### src/bfrs_pkg.sv
// Purpose: shared constants and types of the brake fault and retry supervisor
// Assumes: 100 MHz system clock, 100 ms supervision tick
// Notes: speeds are signed r/min; wait time counts in 100 ms steps (0..100 = 0..10 s)
//
// Notes on behaviour
// - any brake fault: alarm, output off, request off
// - fault 1: detected minus output speed exceeds threshold
// - fault 2: abnormal decel, not during stall prevention
// - fault 3: open request rises at standstill
// - fault 4: no open request 2 s after run
// - fault 5: no feedback 2 s after request
// - fault 6: feedback lost while request asserted
// - fault 7: feedback still on 2 s after release
// - retriable major fault: auto reset and restart
// - retry selection 0..5 picks retried fault classes
// - brake faults retried per selection 0/4 table
// - count 0 off, 1..10 silent, 101..110 alarm pulsed
// - retries exhausted: report retry excess fault
// - wait programmed delay before retry restart
// - success counter readable, writing zero clears it
// - success after four wait times fault free
// - keep first fault record within success window
// - retry reset keeps protection accumulations
// - feedback faults only in sequence mode 7
// - threshold 9999 disables overspeed fault
// - decel check zero disables fault 2
package bfrs_pkg;
	localparam int unsigned CLK_HZ         = 100_000_000;
	localparam int unsigned TICK_MS        = 100;
	localparam int unsigned TICK_CYCLES    = (CLK_HZ / 1000) * TICK_MS;
	localparam int unsigned BRAKE_TO_MS    = 2000;
	localparam int unsigned TMR_W          = 9;
	localparam logic [8:0]  BRAKE_TO_TICKS = 9'(BRAKE_TO_MS / TICK_MS);
	localparam int unsigned SUCC_FACTOR    = 4;
	localparam int unsigned CNT_W          = 16;

	localparam logic [3:0]  MODE_WITH_FB   = 4'h7;
	localparam logic [3:0]  MODE_NO_FB     = 4'h8;
	localparam logic [13:0] OVS_DISABLE    = 14'd9999;
	localparam logic [6:0]  LIM_PULSE_BASE = 7'd100;
	localparam logic [6:0]  LIM_MAX        = 7'd10;
	localparam logic [6:0]  WAIT_MAX       = 7'd100;
	localparam logic [CNT_W-1:0] CNT_RESET = 16'h0000;

	typedef enum logic [3:0] {
		BFRS_FC_NONE      = 4'h0,
		BFRS_FC_OVERSPEED = 4'h1,
		BFRS_FC_DECEL     = 4'h2,
		BFRS_FC_GRAVITY   = 4'h3,
		BFRS_FC_REQ_TO    = 4'h4,
		BFRS_FC_OPEN_TO   = 4'h5,
		BFRS_FC_FB_LOST   = 4'h6,
		BFRS_FC_CLOSE_TO  = 4'h7,
		BFRS_FC_OC_ACCEL  = 4'h8,
		BFRS_FC_OC_CONST  = 4'h9,
		BFRS_FC_OC_DECEL  = 4'ha,
		BFRS_FC_OV        = 4'hb,
		BFRS_FC_GENERAL   = 4'hc,
		BFRS_FC_SEL0_ONLY = 4'hd,
		BFRS_FC_NO_RETRY  = 4'he,
		BFRS_FC_RETRY_EXC = 4'hf
	} bfrs_fault_t;

	typedef enum logic [2:0] {
		BFRS_ST_RUN   = 3'b001,
		BFRS_ST_WAIT  = 3'b010,
		BFRS_ST_ALARM = 3'b100
	} bfrs_state_t;
endpackage

### src/bfrs_top.sv
// Purpose: brake sequence fault detection and automatic retry supervisor
// Assumes: speed and sequence inputs come from logic on clk; brake feedback is a pin
// Notes: retry reset never touches protection accumulators; only sys_rst clears them
module bfrs_top #(
	parameter int unsigned TICK_CYCLES = bfrs_pkg::TICK_CYCLES
) (
	// clock and reset
	input  logic                        clk,
	input  logic                        sys_rst,
	input  logic                        clk_en,
	// configuration
	input  logic [3:0]                  brake_sequence_mode,
	input  logic [2:0]                  retry_select,
	input  logic [6:0]                  retry_count_limit,
	input  logic [6:0]                  retry_wait_time,
	input  logic                        decel_check_enable,
	input  logic [13:0]                 overspeed_threshold,
	// drive status
	input  logic                        vector_control,
	input  logic signed [15:0]          detected_speed,
	input  logic signed [15:0]          output_speed,
	input  logic                        decel_running,
	input  logic                        decel_abnormal,
	input  logic                        stall_prev_active,
	input  logic                        motor_standstill,
	input  logic                        run_fwd,
	input  logic                        run_rev,
	input  logic                        brake_open_cmd,
	input  logic                        ext_fault,
	input  logic [3:0]                  ext_fault_class,
	input  logic                        alarm_reset,
	// brake link
	input  logic                        brake_open_done_fb,
	output logic                        brake_open_request,
	// retry counter access
	input  logic                        counter_wr,
	input  logic [bfrs_pkg::CNT_W-1:0]  counter_wr_data,
	output logic [bfrs_pkg::CNT_W-1:0]  retry_success_counter,
	// status out
	output logic                        output_enable,
	output logic                        alarm_active,
	output logic                        alarm_out,
	output logic                        retry_reset,
	output logic                        protect_clear,
	output logic                        retry_excess_fault,
	output logic [3:0]                  fault_code
);
	import bfrs_pkg::*;

	function automatic logic [3:0] lim_decode(input logic [6:0] lim);
		if (lim >= 7'd1 && lim <= LIM_MAX) begin
			lim_decode = lim[3:0];
		end else if (lim > LIM_PULSE_BASE && lim <= LIM_PULSE_BASE + LIM_MAX) begin
			lim_decode = 4'(lim - LIM_PULSE_BASE);
		end else begin
			lim_decode = 4'h0;
		end
	endfunction

	function automatic logic retry_allowed(input logic [2:0] sel, input logic [3:0] fc);
		logic oc;
		logic ov;
		oc = (fc == BFRS_FC_OC_ACCEL) || (fc == BFRS_FC_OC_CONST) || (fc == BFRS_FC_OC_DECEL);
		ov = (fc == BFRS_FC_OV);
		case (sel)
			3'h0: retry_allowed = !(fc inside {BFRS_FC_OPEN_TO, BFRS_FC_FB_LOST, BFRS_FC_NO_RETRY,
				BFRS_FC_RETRY_EXC, BFRS_FC_NONE});
			3'h1: retry_allowed = oc;
			3'h2: retry_allowed = ov;
			3'h3: retry_allowed = oc || ov;
			3'h4: retry_allowed = oc || ov || (fc inside {BFRS_FC_GENERAL, BFRS_FC_OVERSPEED, BFRS_FC_DECEL,
				BFRS_FC_REQ_TO, BFRS_FC_OPEN_TO, BFRS_FC_FB_LOST});
			3'h5: retry_allowed = (fc == BFRS_FC_OC_DECEL);
			default: retry_allowed = 1'b0;
		endcase
	endfunction

	// feedback pin synchroniser
	logic fb_s1_q, fb_s2_q, fb_prev_q, fb_seen_q, fb_seen_d;
	logic cmd_prev_q, run_prev_q, bof_q, bof_d;

	always_ff @(posedge clk) begin
		if (sys_rst) begin
			fb_s1_q <= 1'b0;
			fb_s2_q <= 1'b0;
		end else if (clk_en) begin
			fb_s1_q <= brake_open_done_fb;
			fb_s2_q <= fb_s1_q;
		end
	end

	bfrs_state_t      state_q, state_d;
	logic [3:0]       code_q, code_d, tries_q, tries_d;
	logic             excess_q, excess_d, win_q, win_d, rec_q, rec_d;
	logic             rrst_q, rrst_d, aout_q, aout_d, oen_q, oen_d;
	logic [CNT_W-1:0] cnt_q, cnt_d;

	logic tick, run_cmd, seq_on, fb_mode, in_run;
	logic cmd_rise, cmd_fall, run_rise;
	logic to_req, to_open, to_close, wait_done, win_done;
	logic signed [16:0] speed_diff;
	logic [7:1]         flt;
	logic [3:0]         new_code, lim_n;
	logic               new_fault, succ, clr;

	assign run_cmd    = run_fwd || run_rev;
	assign seq_on     = (brake_sequence_mode == MODE_WITH_FB) || (brake_sequence_mode == MODE_NO_FB);
	assign fb_mode    = (brake_sequence_mode == MODE_WITH_FB);
	assign in_run     = (state_q == BFRS_ST_RUN);
	assign cmd_rise   = brake_open_cmd && !cmd_prev_q;
	assign cmd_fall   = !brake_open_cmd && cmd_prev_q;
	assign run_rise   = run_cmd && !run_prev_q;
	assign speed_diff = 17'(detected_speed) - 17'(output_speed);
	assign lim_n      = lim_decode(retry_count_limit);

	bfrs_tick #(
		.TICK_CYCLES (TICK_CYCLES)
	) u_tick (
		.clk     (clk),
		.sys_rst (sys_rst),
		.clk_en  (clk_en),
		.tick    (tick)
	);

	bfrs_timer u_req_to (
		.clk      (clk),
		.sys_rst  (sys_rst),
		.clk_en   (clk_en),
		.tick     (tick),
		.start    (run_rise || rrst_q), // re-armed on restart, else a stale expiry refaults at once
		.run      (run_cmd && !brake_open_cmd),
		.load_val (BRAKE_TO_TICKS),
		.expired  (to_req)
	);

	bfrs_timer u_open_to (
		.clk      (clk),
		.sys_rst  (sys_rst),
		.clk_en   (clk_en),
		.tick     (tick),
		.start    (cmd_rise),
		.run      (brake_open_cmd && !fb_s2_q),
		.load_val (BRAKE_TO_TICKS),
		.expired  (to_open)
	);

	bfrs_timer u_close_to (
		.clk      (clk),
		.sys_rst  (sys_rst),
		.clk_en   (clk_en),
		.tick     (tick),
		.start    (cmd_fall),
		.run      (!brake_open_cmd && fb_s2_q),
		.load_val (BRAKE_TO_TICKS),
		.expired  (to_close)
	);

	bfrs_timer u_wait (
		.clk      (clk),
		.sys_rst  (sys_rst),
		.clk_en   (clk_en),
		.tick     (tick),
		.start    (in_run && state_d == BFRS_ST_WAIT),
		.run      (state_q == BFRS_ST_WAIT),
		.load_val (TMR_W'(retry_wait_time)),
		.expired  (wait_done)
	);

	bfrs_timer u_win (
		.clk      (clk),
		.sys_rst  (sys_rst),
		.clk_en   (clk_en),
		.tick     (tick),
		.start    (rrst_d),
		.run      (win_q && in_run),
		.load_val (TMR_W'(SUCC_FACTOR * retry_wait_time)),
		.expired  (win_done)
	);

	// fault detection, brake faults only while running the brake sequence, external faults whenever in run
	always_comb begin
		flt    = '0;
		flt[1] = vector_control && (overspeed_threshold != OVS_DISABLE)
			&& (speed_diff > $signed({3'b000, overspeed_threshold}));
		flt[2] = decel_check_enable && decel_running && decel_abnormal && !stall_prev_active;
		flt[3] = cmd_rise && motor_standstill;
		flt[4] = to_req;
		flt[5] = fb_mode && to_open;
		flt[6] = fb_mode && bof_q && fb_seen_q && fb_prev_q && !fb_s2_q;
		flt[7] = fb_mode && to_close;
		if (!(seq_on && in_run)) begin
			flt = '0;
		end
		new_code = BFRS_FC_NONE;
		for (int i = 7; i >= 1; i--) begin
			if (flt[i]) begin
				new_code = 4'(i);
			end
		end
		if (new_code == BFRS_FC_NONE && ext_fault) begin
			new_code = ext_fault_class;
		end
		new_fault = in_run && (|flt || ext_fault);
	end

	// retry sequencer
	always_comb begin
		state_d  = state_q;
		code_d   = code_q;
		tries_d  = tries_q;
		excess_d = excess_q;
		win_d    = win_q;
		rec_d    = rec_q;
		rrst_d   = 1'b0;
		aout_d   = aout_q;
		oen_d    = oen_q;
		succ     = 1'b0;
		case (state_q)
			BFRS_ST_RUN: begin
				if (new_fault) begin
					oen_d = 1'b0;
					if (!rec_q) begin
						code_d = new_code;
						rec_d  = 1'b1;
					end
					if (lim_n != 4'h0 && retry_allowed(retry_select, new_code)) begin
						if (tries_q < lim_n) begin
							tries_d = tries_q + 4'h1;
							state_d = BFRS_ST_WAIT;
							aout_d  = (retry_count_limit > LIM_PULSE_BASE);
						end else begin
							excess_d = 1'b1;
							code_d   = BFRS_FC_RETRY_EXC;
							state_d  = BFRS_ST_ALARM;
							aout_d   = 1'b1;
						end
					end else begin
						state_d = BFRS_ST_ALARM;
						aout_d  = 1'b1;
					end
				end else if (win_done) begin
					succ    = 1'b1;
					win_d   = 1'b0;
					tries_d = 4'h0;
					rec_d   = 1'b0;
				end
			end
			BFRS_ST_WAIT: begin
				if (wait_done) begin
					state_d = BFRS_ST_RUN;
					rrst_d  = 1'b1;
					win_d   = 1'b1;
					aout_d  = 1'b0;
					oen_d   = 1'b1;
				end
			end
			BFRS_ST_ALARM: begin
				if (alarm_reset) begin
					state_d  = BFRS_ST_RUN;
					excess_d = 1'b0;
					tries_d  = 4'h0;
					win_d    = 1'b0;
					rec_d    = 1'b0;
					code_d   = BFRS_FC_NONE;
					aout_d   = 1'b0;
					oen_d    = 1'b1;
				end
			end
			default: begin
				state_d = BFRS_ST_ALARM;
				oen_d   = 1'b0;
			end
		endcase
		clr = counter_wr && (counter_wr_data == '0);
		cnt_d = cnt_q;
		if (clr) begin
			cnt_d = CNT_RESET;
		end
		if (succ && cnt_q != '1) begin
			cnt_d = (clr ? CNT_RESET : cnt_q) + CNT_W'(1);
		end
		fb_seen_d = fb_seen_q;
		if (!bof_q) begin
			fb_seen_d = 1'b0;
		end else if (fb_s2_q) begin
			fb_seen_d = 1'b1;
		end
		bof_d = brake_open_cmd && state_d == BFRS_ST_RUN && !new_fault;
	end

	always_ff @(posedge clk) begin
		if (sys_rst) begin
			state_q    <= BFRS_ST_RUN;
			code_q     <= BFRS_FC_NONE;
			tries_q    <= 4'h0;
			excess_q   <= 1'b0;
			win_q      <= 1'b0;
			rec_q      <= 1'b0;
			rrst_q     <= 1'b0;
			aout_q     <= 1'b0;
			oen_q      <= 1'b1;
			cnt_q      <= CNT_RESET;
			fb_prev_q  <= 1'b0;
			fb_seen_q  <= 1'b0;
			cmd_prev_q <= 1'b0;
			run_prev_q <= 1'b0;
			bof_q      <= 1'b0;
		end else if (clk_en) begin
			state_q    <= state_d;
			code_q     <= code_d;
			tries_q    <= tries_d;
			excess_q   <= excess_d;
			win_q      <= win_d;
			rec_q      <= rec_d;
			rrst_q     <= rrst_d;
			aout_q     <= aout_d;
			oen_q      <= oen_d;
			cnt_q      <= cnt_d;
			fb_prev_q  <= fb_s2_q;
			fb_seen_q  <= fb_seen_d;
			cmd_prev_q <= brake_open_cmd;
			run_prev_q <= run_cmd;
			bof_q      <= bof_d;
		end
	end

	// protection accumulators clear on power-on reset only, never on retry
	logic pclr_q;
	always_ff @(posedge clk) begin
		pclr_q <= sys_rst;
	end

	assign brake_open_request    = bof_q;
	assign output_enable         = oen_q;
	assign alarm_active          = (state_q != BFRS_ST_RUN);
	assign alarm_out             = aout_q;
	assign retry_reset           = rrst_q;
	assign protect_clear         = pclr_q;
	assign retry_excess_fault    = excess_q;
	assign fault_code            = code_q;
	assign retry_success_counter = cnt_q;
endmodule

### src/bfrs_tick.sv
// Purpose: one-cycle tick every TICK_CYCLES enabled clocks
// Assumes: clk_en freezes the divider
// Notes: all supervision times are multiples of this tick
module bfrs_tick #(
	parameter int unsigned TICK_CYCLES = bfrs_pkg::TICK_CYCLES
) (
	// clock and reset
	input  logic clk,
	input  logic sys_rst,
	input  logic clk_en,
	// tick out
	output logic tick
);
	import bfrs_pkg::*;
	logic [31:0] div_q, div_d;

	always_comb begin
		div_d = div_q;
		if (clk_en) begin
			div_d = (div_q == 32'(TICK_CYCLES - 1)) ? 32'h0000_0000 : div_q + 32'h0000_0001;
		end
	end

	always_ff @(posedge clk) begin
		if (sys_rst) begin
			div_q <= 32'h0000_0000;
		end else begin
			div_q <= div_d;
		end
	end

	assign tick = clk_en && (div_q == 32'(TICK_CYCLES - 1));
endmodule

### src/bfrs_timer.sv
// Purpose: tick-based down counter, reloaded by a start pulse
// Assumes: start and run come from logic on clk
// Notes: resolution is one tick, so a timeout may run up to one tick short
module bfrs_timer (
	// clock and reset
	input  logic                      clk,
	input  logic                      sys_rst,
	input  logic                      clk_en,
	input  logic                      tick,
	// control
	input  logic                      start,
	input  logic                      run,
	input  logic [bfrs_pkg::TMR_W-1:0] load_val,
	// status
	output logic                      expired
);
	import bfrs_pkg::*;
	logic [TMR_W-1:0] cnt_q, cnt_d;
	logic             act_q, act_d;

	always_comb begin
		cnt_d = cnt_q;
		act_d = act_q;
		if (clk_en) begin
			if (start) begin
				cnt_d = load_val;
				act_d = 1'b1;
			end else if (!run) begin
				act_d = 1'b0;
			end else if (act_q && tick && cnt_q != '0) begin
				cnt_d = cnt_q - TMR_W'(1);
			end
		end
	end

	always_ff @(posedge clk) begin
		if (sys_rst) begin
			cnt_q <= '0;
			act_q <= 1'b0;
		end else begin
			cnt_q <= cnt_d;
			act_q <= act_d;
		end
	end

	assign expired = act_q && run && (cnt_q == '0);
endmodule

### config.mk
export PLATFORM = sky130hd
export DESIGN_NAME = bfrs_top
export DESIGN_NICKNAME = d
export VERILOG_FILES = /design/src/bfrs_pkg.sv /design/src/bfrs_top.sv /design/src/bfrs_tick.sv /design/src/bfrs_timer.sv
export SDC_FILE = /design/constraint.sdc
export NUM_CORES = 1
export LEC_CHECK = 0
export ABC_AREA = 1
export BUFFER_PORTS_ARGS = -buffer_cell sky130_fd_sc_hd__buf_2
export CORE_ASPECT_RATIO = 1.75
export CORE_MARGIN = 10
export CORE_UTILIZATION = 40
export DETAILED_ROUTE_END_ITERATION = 6
export GPL_ROUTABILITY_DRIVEN = 0
export PLACE_DENSITY = 0.69
export SLEW_MARGIN = 20
export SYNTH_ARGS = -nofsm -noshare
export SYNTH_HDL_FRONTEND = slang
export SYNTH_SLANG_ARGS = --single-unit
### constraint.sdc
create_clock -name clk -period 4.4 [get_ports clk]
set_input_delay 0.22 -clock clk [delete_from_list [all_inputs] [get_ports clk]]
set_output_delay 0.22 -clock clk [all_outputs]
set_load 0.05 [all_outputs]
### Yosys cells after proc, flatten, opt, wreduce, memory -nomap -nowiden

Index checks and enable logic that the tools add are counted.

| storage, ports and cells | value |
|---|---|
| bits in writable memories | 0 |
| memories kept | 0 |
| bits of input ports | 103 |
| word-level logic and storage cells | 288 |
| memory bits (read-only) | 0 |
| output and inout port bits | 27 |
| bits in latches | 0 |
| register bits after elaboration | 123 |

| operators by class | value |
|---|---|
| $mul | 0 |
| magnitude comparators | 6 |
| divide/modulo/power cells | 0 |
| add/subtract/negate cells | 10 |
| reduce and logical (&&, ||, !) cells | 114 |
| muxes and demuxes | 85 |
| equal/unequal tests | 44 |
| shifts and indexed selects | 0 |
| bitwise gates (word level) | 0 |

Operators by type and width:

| operator | number |
|---|---|
| $mux W9 | 15 |
| $mux W4 | 18 |
| $logic_and A1 B1 Y1 | 51 |
| $logic_not A9 Y1 | 5 |
| $reduce_bool A9 Y1 | 5 |
| $sub A9 B1 Y9 const B | 5 |
| $mux W1 | 33 |
| $add A32 B1 Y32 const B | 1 |
| $eq A32 B24 Y1 const B | 1 |
| $eq A4 B4 Y1 const B | 8 |
| $mux W16 | 2 |
| $mux W32 | 1 |
| $reduce_bool A2 Y1 | 11 |
| $mux W3 | 6 |
| $reduce_and A6 Y1 | 3 |
| $gt A17 B15 Y1 | 1 |
| $sub A16 B16 Y17 | 1 |
| $add A16 B1 Y16 const B | 1 |
| $eq A4 B3 Y1 const B | 4 |
| $logic_not A16 Y1 | 1 |
| $ne A16 B16 Y1 const B | 1 |
| $ne A2 B2 Y1 const B | 8 |
| $pmux W4 S2 | 2 |
| $reduce_and A3 Y1 | 5 |
| other kinds (33) | 70 |

### Longest topological paths before layout

| logic depth | value |
|---|---|
| word-level depth | 32 |
| gate-level depth with buffers | 37 |
| mapped depth without buffers | 37 |

### Cells and area by module

Synthesis repeated with hierarchy kept, for this count alone.

| second synthesis, totals | value |
|---|---|
| cell total of the unflattened synthesis | 1,560 |
| area, all modules | 9,466.6 µm² |

Modules (own cells, without submodules):

| module | cells an instance | instances | sequential area each (µm²) | area an instance (µm²) |
|---|---|---|---|---|
| bfrs_top | 690 | 1 | 820.8 | 4,190.3 |
| bfrs_timer | 115 | 5 | 200.2 | 669.4 |
| bfrs_tick | 295 | 1 | 640.6 | 1,929.4 |

### Worst setup path after synthesis

No wires, ideal clock.

| timing | value |
|---|---|
| path kind | in2reg |
| from | input detected_speed[0] |
| to | register u_wait.cnt_q[0] |
| arrival time | 3.502 ns |
| data required time | 4.284 ns |
| cell stages on the path | 33 |
| setup time | 0.116 ns |
| slack | 0.782 ns |
| path buffers | 0 |
| cell sequence | inv_1 -> ha_1 -> fa_1 -> o21bai_2 -> nand2_1 -> nand2_1 -> a21oi_1 -> xnor2_1 -> ha_1 -> nand2_1 -> inv_1 -> nand2_1 -> nor2_1 -> a21oi_1 -> nand3_1 -> nand2_1 -> nand2_1 -> nand2_1 -> nand2_1 -> nand2_4 -> nand2_1 -> nor2_2 -> nand3_1 -> nor2_1 -> nor2_1 -> nand3_1 -> nand3_2 -> nand4_4 -> nand2_4 -> nand2_8 -> inv_8 -> o21ai_0 -> nor2_1 |

| on the way | value |
|---|---|
| word-level cells in the longest chain between the ends | 24 |
| elaborated cells on any way between the ends | 44 |
| those cells by class | add/sub: 1; order compare: 1; eq/ne: 13; mux: 10; reduce/logical: 19 |

Ends and longest elaborated chain:

| element | line | source |
|---|---|---|
| from (decl) | bfrs_top.sv:20 | `input logic signed [15:0] detected_speed,` |
| $sub A16 B16 Y17 * | bfrs_top.sv:113 | `assign speed_diff = 17'(detected_speed) - 17'(output_speed);` |
| $gt A17 B15 Y1 * | bfrs_top.sv:184 | `&& (speed_diff > $signed({3'b000, overspeed_threshold}));` |
| $logic_and A1 B1 Y1 * | bfrs_top.sv:184 |  |
| $mux W7 * | bfrs_top.sv:191 | `if (!(seq_on && in_run)) begin` |
| $mux W4 | bfrs_top.sv:196 | `if (flt[i]) begin` |
| $logic_not A4 Y1 | bfrs_top.sv:200 | `if (new_code == BFRS_FC_NONE && ext_fault) begin` |
| $logic_and A1 B1 Y1 | bfrs_top.sv:200 |  |
| $mux W4 | bfrs_top.sv:200 |  |
| (+8 left out) | -- |  |
| $logic_and A1 B1 Y1 | bfrs_top.sv:226 | `if (lim_n != 4'h0 && retry_allowed(retry_select, new_code)) begin` |
| $mux W3 | bfrs_top.sv:226 |  |
| $mux W3 * | bfrs_top.sv:220 | `if (new_fault) begin` |
| $pmux W3 S3 * | bfrs_top.sv:218 | `case (state_q)` |
| $eq A3 B2 Y1 * | bfrs_top.sv:163 | `.start (in_run && state_d == BFRS_ST_WAIT),` |
| $logic_and A1 B1 Y1 * | bfrs_top.sv:163 |  |
| $reduce_bool A2 Y1 (no source line) | -- |  |
| $reduce_and A3 Y1 (no source line) | -- |  |
| to (signal assigned) | bfrs_timer.sv:41 | `cnt_q <= cnt_d;` |
| to (decl) | bfrs_timer.sv:18 | `logic [TMR_W-1:0] cnt_q, cnt_d;` |

Every way passes the cells marked *; elsewhere a longest branch is shown, timed or not. The select of a mux whose other input is x is not followed.
A chain may end at the register's enable or synchronous reset.

### Worst setup path in the final report

| timing | value |
|---|---|
| from | input detected_speed[0] |
| to | register cnt_q[3], in the netlist retry_success_counter[3] |

| on the way | value |
|---|---|
| word-level cells in the longest chain between the ends | 11 |

Ends and longest elaborated chain:

| element | line | source |
|---|---|---|
| $sub A16 B16 Y17 | bfrs_top.sv:113 |  |
| $gt A17 B15 Y1 | bfrs_top.sv:184 |  |
| $logic_and A1 B1 Y1 | bfrs_top.sv:184 |  |
| $mux W7 | bfrs_top.sv:191 |  |
| $reduce_or A7 Y1 | bfrs_top.sv:203 | `new_fault = in_run && (\|flt \|\| ext_fault);` |
| $logic_or A1 B1 Y1 | bfrs_top.sv:203 |  |
| $logic_and A1 B1 Y1 | bfrs_top.sv:203 |  |
| $mux W1 | bfrs_top.sv:220 |  |
| $mux W1 | bfrs_top.sv:218 |  |
| $logic_and A1 B1 Y1 | bfrs_top.sv:279 | `if (succ && cnt_q != '1) begin` |
| $mux W16 | bfrs_top.sv:279 |  |
| to (signal assigned) | bfrs_top.sv:318 | `cnt_q <= cnt_d;` |
| to (decl) | bfrs_top.sv:96 | `logic [CNT_W-1:0] cnt_q, cnt_d;` |

Every way passes these cells.

==> reports/metrics.sh <==
POWERDENSITY_mW_PER_MM2=303
R2R-END='u_close_to.cnt_q[5]'
ROUTEDWLPERCELL_UM=13.8
CELLLEAKAGEPOWER_nW=4.58
FINAL_CRITICAL_PATH_SETUP_SLACK_PS=634
FLOP_PWR_SHARE_PCT=38.9
CRITICAL_PATH_REQUIRED_PS=4700
ROWS=70
WORST_HOLD_SLACK_PS=31.9
START_KIND='primary input'
GRT_SETUP_UNREPAIRED='no'
VDD.IR_DROP.WORST_uV=225
DESIGN.DIE.AREA_SQ_MM=0.0275
CRITPATHCAPTURETYPE='register'
PORT-BUFFER-COUNT=129
TRITONCTS='done'
SETUP_TNS_PS=0
SYNTH.TOP_CELLS.BY_AREA='sky130_fd_sc_hd__dfxtp_1 (29%), sky130_fd_sc_hd__nand2_1 (12%), sky130_fd_sc_hd__inv_1 (9.2%)'
CLOCK_PATH_BUFFERS=2
CTS.ROOT.BUFFER_CELL='sky130_fd_sc_hd__clkbuf_16'
RESULT_OF_THE_RUN='completed'
DRT_ITER0_DRC=422
CTS_NUM_SINKS=123
RESIZED_AFTER_CTS=0
WORST_SETUP_PATH_STARTPOINT='detected_speed[0]'
CTS.REPAIR_TIMING.SETUP_BUFFER_COUNT=0
FINAL_AREA_SQ_MM=0.00990
START_POINT_OF_THE_WORST_MIN_DELAY_PATH='brake_open_done_fb'
MAXSLEWHEADROOM_PCT=45.7
ROUTE.DETAILED.VIAS_PER_INST=5.17
N_FILL_CELL=2169
CP_DATA_ARRIVAL_TIME_PS=4060
SYNTH_XOR_AREA_SHARE_PCT=3.95
GRT_ANTENNA_BEFORE_REPAIR=1
WORST-R2R-CELL-COUNT=13
FIN_SKEW_PS=10.3
NNETSFINAL=1591
CHIPHEIGHT_UM=212
DRIVE_GT1_SHARE_PCT=14.4
TIMING.FINAL.MAX_SLEW_VIOLATIONS=0
YOSYS.AREA_SHARE.SIMPLE_PCT=36.5
YS_SEQ_AREA_SHARE_PCT=29.2
WORST_MARGIN_SLEW_PS=808
POWER.CLOCK.FRACTION_PCT=43.0
IOPINCOUNT=130
POST-ROUTE-DRC-COUNT=0
COMB_POWER_SHARE_PCT=18.1
GRT_OVERFLOW_TOTAL=0
SYNTH_SEQ_CELLS=123
UTILIZATION_PCT=47.5
POWER_SWITCHING_SHARE_PCT=28.8
WORST_SETUP_HOLD_PATH_CLK_SLEW_PS=50
MINIMUM_CLOCK_PERIOD_PS=3770
FIRSTDRTPASSITERS=6
DETAILROUTE.VIA_COUNT=8836
CELL_TYPE_WITH_THE_LARGEST_TOTAL_AREA_AFTER_SYNTHESIS='sky130_fd_sc_hd__dfxtp_1'
TOTALPOWERFINAL_mW=3.00
GRT_USE_TOTAL_PCT=17.3
FLOORPLAN.DIE.WIDTH_UM=130
GRT_PASS1_VIAS=8703
PLACE_WORST_SETUP_SLACK_PS=201
TIMING.SETUP.CRITICAL_PATH_CLASS='primary input to register'
FINALCRITPERIODSHARE_PCT=85.6
GRT_PASS1_WL_UM=39300
PLACE_INST=1677
SYNTH_NETS=1454
SYNTH_COMPOUND_AREA_SHARE_PCT=13.0
P_INT_mW=2.13
NUMBER_OF_HOLD_REPAIR_BUFFERS_ADDED_AT_THE_CTS_STAGE=0
SETUP.REG_TO_REG.WORST_SLACK_PS=1120
SETUP_VIOL=0
ANTENNA_LEFT=0
SYNTHESIS.YOSYS.WARNINGS=0
GRT_START_MAX_NET_PINS=58
POWER.NET_SWITCHING_mW=0.864
POSTPLACECELLAREA_SQ_MM=0.00937
HOLD-PATH-ENDPOINT='fb_s1_q'
FIN_HOLD_VIOLS=0
DIODES=0
SYN_AREA_SQ_MM=0.00842
HOLD-PATH-CELL-COUNT=3
POSTSYNTHCELLCOUNT=1307
POST_SYNTH_MUX_AREA_SHARE_PCT=0.253
CLK-INSERTION-DELAY-LATE_PS=420
LAYOUTNONFILLERINSTCOUNT=1708
PATH_MAX_FANOUT=8
SYN_AREA_PER_CELL_SQ_UM=6.44
AREAGROWTHSYNTHTOFINISH_PCT=17.6
HPWL_UM=18700
SYNTH_TOP_FAMILY_BY_AREA='simple AND/OR/NAND/NOR gates'
WORST_R2R_STARTPOINT='u_tick.div_q[0]'
YOSYS.AREA_SHARE.ADDER_PCT=6.63
FMAXACHIEVABLE_MHz=266
INSERTED_CLOCK_BUFFERS=17
SYNTHDISTINCTLIBCELLS=56
TIMING.MAX_CAP.VIOLATIONS=0
SYNTH_LARGEST_TYPE_AREA_FRACTION_PCT=29.2
INITIAL_CORE_UTILIZATION_PCT=40.4
CORE_AREA_SQ_MM=0.0208
MIN-DELAY-PATH-CLASS='primary input to register'
WL_UM=23600
CTSHTREEMAXLEVEL=4
-- layer usage --
metal / up-vias / global-route usage [%] / share of wire (%)
li1: 4574 / - / -
met4: 2 / 7.55 / 2.8
met1: 3982 / 17.7 / 40
met2: 234 / 31.8 / 51
met5: - / 0 / 0.055
met3: 44 / 4.36 / 6.8
-- kinds of logic after synthesis --
group / after synthesis
simple gates: 675
buf+inv: 233
compound gates: 192
flops: 123
fa+ha+maj: 44
xor+xnor: 38
mux: 2
-- placed cells by master, fill, tap and decap left out, types with 10 or more instances in the layout --
cell	netlist	routed
sky130_fd_sc_hd__a21oi_1	77	77
sky130_fd_sc_hd__a31oi_1	20	20
sky130_fd_sc_hd__buf_2	1	129
sky130_fd_sc_hd__clkbuf_16	0	17
sky130_fd_sc_hd__dfxtp_1	123	123
sky130_fd_sc_hd__ha_1	43	43
sky130_fd_sc_hd__inv_1	207	207
sky130_fd_sc_hd__nand2_1	273	273
sky130_fd_sc_hd__nand3_1	86	86
sky130_fd_sc_hd__nand4_1	42	42
sky130_fd_sc_hd__nor2_1	164	164
sky130_fd_sc_hd__nor3_1	49	49
sky130_fd_sc_hd__nor4_1	13	13
sky130_fd_sc_hd__o21ai_0	53	53
sky130_fd_sc_hd__or2_2	10	10
sky130_fd_sc_hd__xnor2_1	16	16
sky130_fd_sc_hd__xor2_1	22	22
-- state kept, by name, summed over array words and instances (netlist names), 3 cells and up --
| signal | flops |
|---|---|
| retry_success_counter | 16 |
| u_win.cnt_q | 9 |
| u_close_to.cnt_q | 9 |
| u_wait.cnt_q | 9 |
| u_tick.div_q | 32 |
| fault_code | 4 |
| tries_q | 4 |
| u_open_to.cnt_q | 9 |
| state_q | 3 |
| u_req_to.cnt_q | 9 |
-- synthesized netlist by cell type (all sizes together) --
cell,n
a21oi,78
nor2,170
inv,212
or2,10
and3,1
nor4,13
nor3b,6
o21a,3
nor3,50
mux2i,1
nand2,284
o211a,1
o211ai,6
nand3b,3
o31ai,2
nand3,89
o311ai,2
buf,4
nand4,47
ha,43
o22ai,2
xnor2,16
a21boi,1
clkbuf,14
xor2,22
or4,1
mux2,1
o2111ai,1
o2111a,1
o21bai,4
o21ai,62
a221oi,1
a211oi,5
nor4b,1
a2111oi,1
a21o,2
clkinv,3
a31oi,20
dfxtp,123
fa,1
-- worst max-delay path, stage by stage --
cell                       delay [ps]
sky130_fd_sc_hd__buf_2             70
sky130_fd_sc_hd__inv_1             30
sky130_fd_sc_hd__ha_1             220
sky130_fd_sc_hd__fa_1             450
sky130_fd_sc_hd__inv_1             90
sky130_fd_sc_hd__nand2_1           70
sky130_fd_sc_hd__nand3_2          100
sky130_fd_sc_hd__a31oi_1          100
sky130_fd_sc_hd__xnor2_1          230
sky130_fd_sc_hd__ha_1             290
sky130_fd_sc_hd__a21oi_1          140
sky130_fd_sc_hd__nor2_1            50
sky130_fd_sc_hd__o21ai_0          180
sky130_fd_sc_hd__nand3_1          100
sky130_fd_sc_hd__nand2_1           60
sky130_fd_sc_hd__nand2_1           40
sky130_fd_sc_hd__nand2_1           50
sky130_fd_sc_hd__nand2_1           70
sky130_fd_sc_hd__nand2_4          130
sky130_fd_sc_hd__nand4_1          140
sky130_fd_sc_hd__nor2_1           190
sky130_fd_sc_hd__inv_1            150
sky130_fd_sc_hd__a211oi_1         210
sky130_fd_sc_hd__nand2_1          110
sky130_fd_sc_hd__or2_2            310
sky130_fd_sc_hd__o21ai_0          180
sky130_fd_sc_hd__a21oi_1           60
-- power groups by stage --
stage	clock network (mW)	registers, mW	logic [mW]
final	1.29	1.17	0.542
after detailed placement	0	1.19	0.540
after CTS	1.32	1.17	0.543
after floorplan	0	1.20	0.364
after global routing	1.37	1.17	0.617
after global placement	0	1.19	0.532
-- worst max path at each step --
stage | slack (ps) | to
floorplan | 780 | u_wait.cnt_q[0]
global placement | 270 | retry_success_counter[10]
detailed placement | 200 | u_wait.cnt_q[8]
CTS | 610 | retry_success_counter[3]
global route | 110 | retry_success_counter[14]
finish | 630 | retry_success_counter[3]
-- cell type report --
class	count	area (sq um)	share of cell area, %
Sequential cell	123	2460	24.9
Tap cell	252	315	3.18
Clock buffer	22	464	4.69
Inverter	215	815	8.22
Clock inverter	9	72.6	0.733
Multi-Input combinational cell	951	5080	51.3
Timing Repair Buffer	136	698	7.05
(Power assumes the default switching activity.)
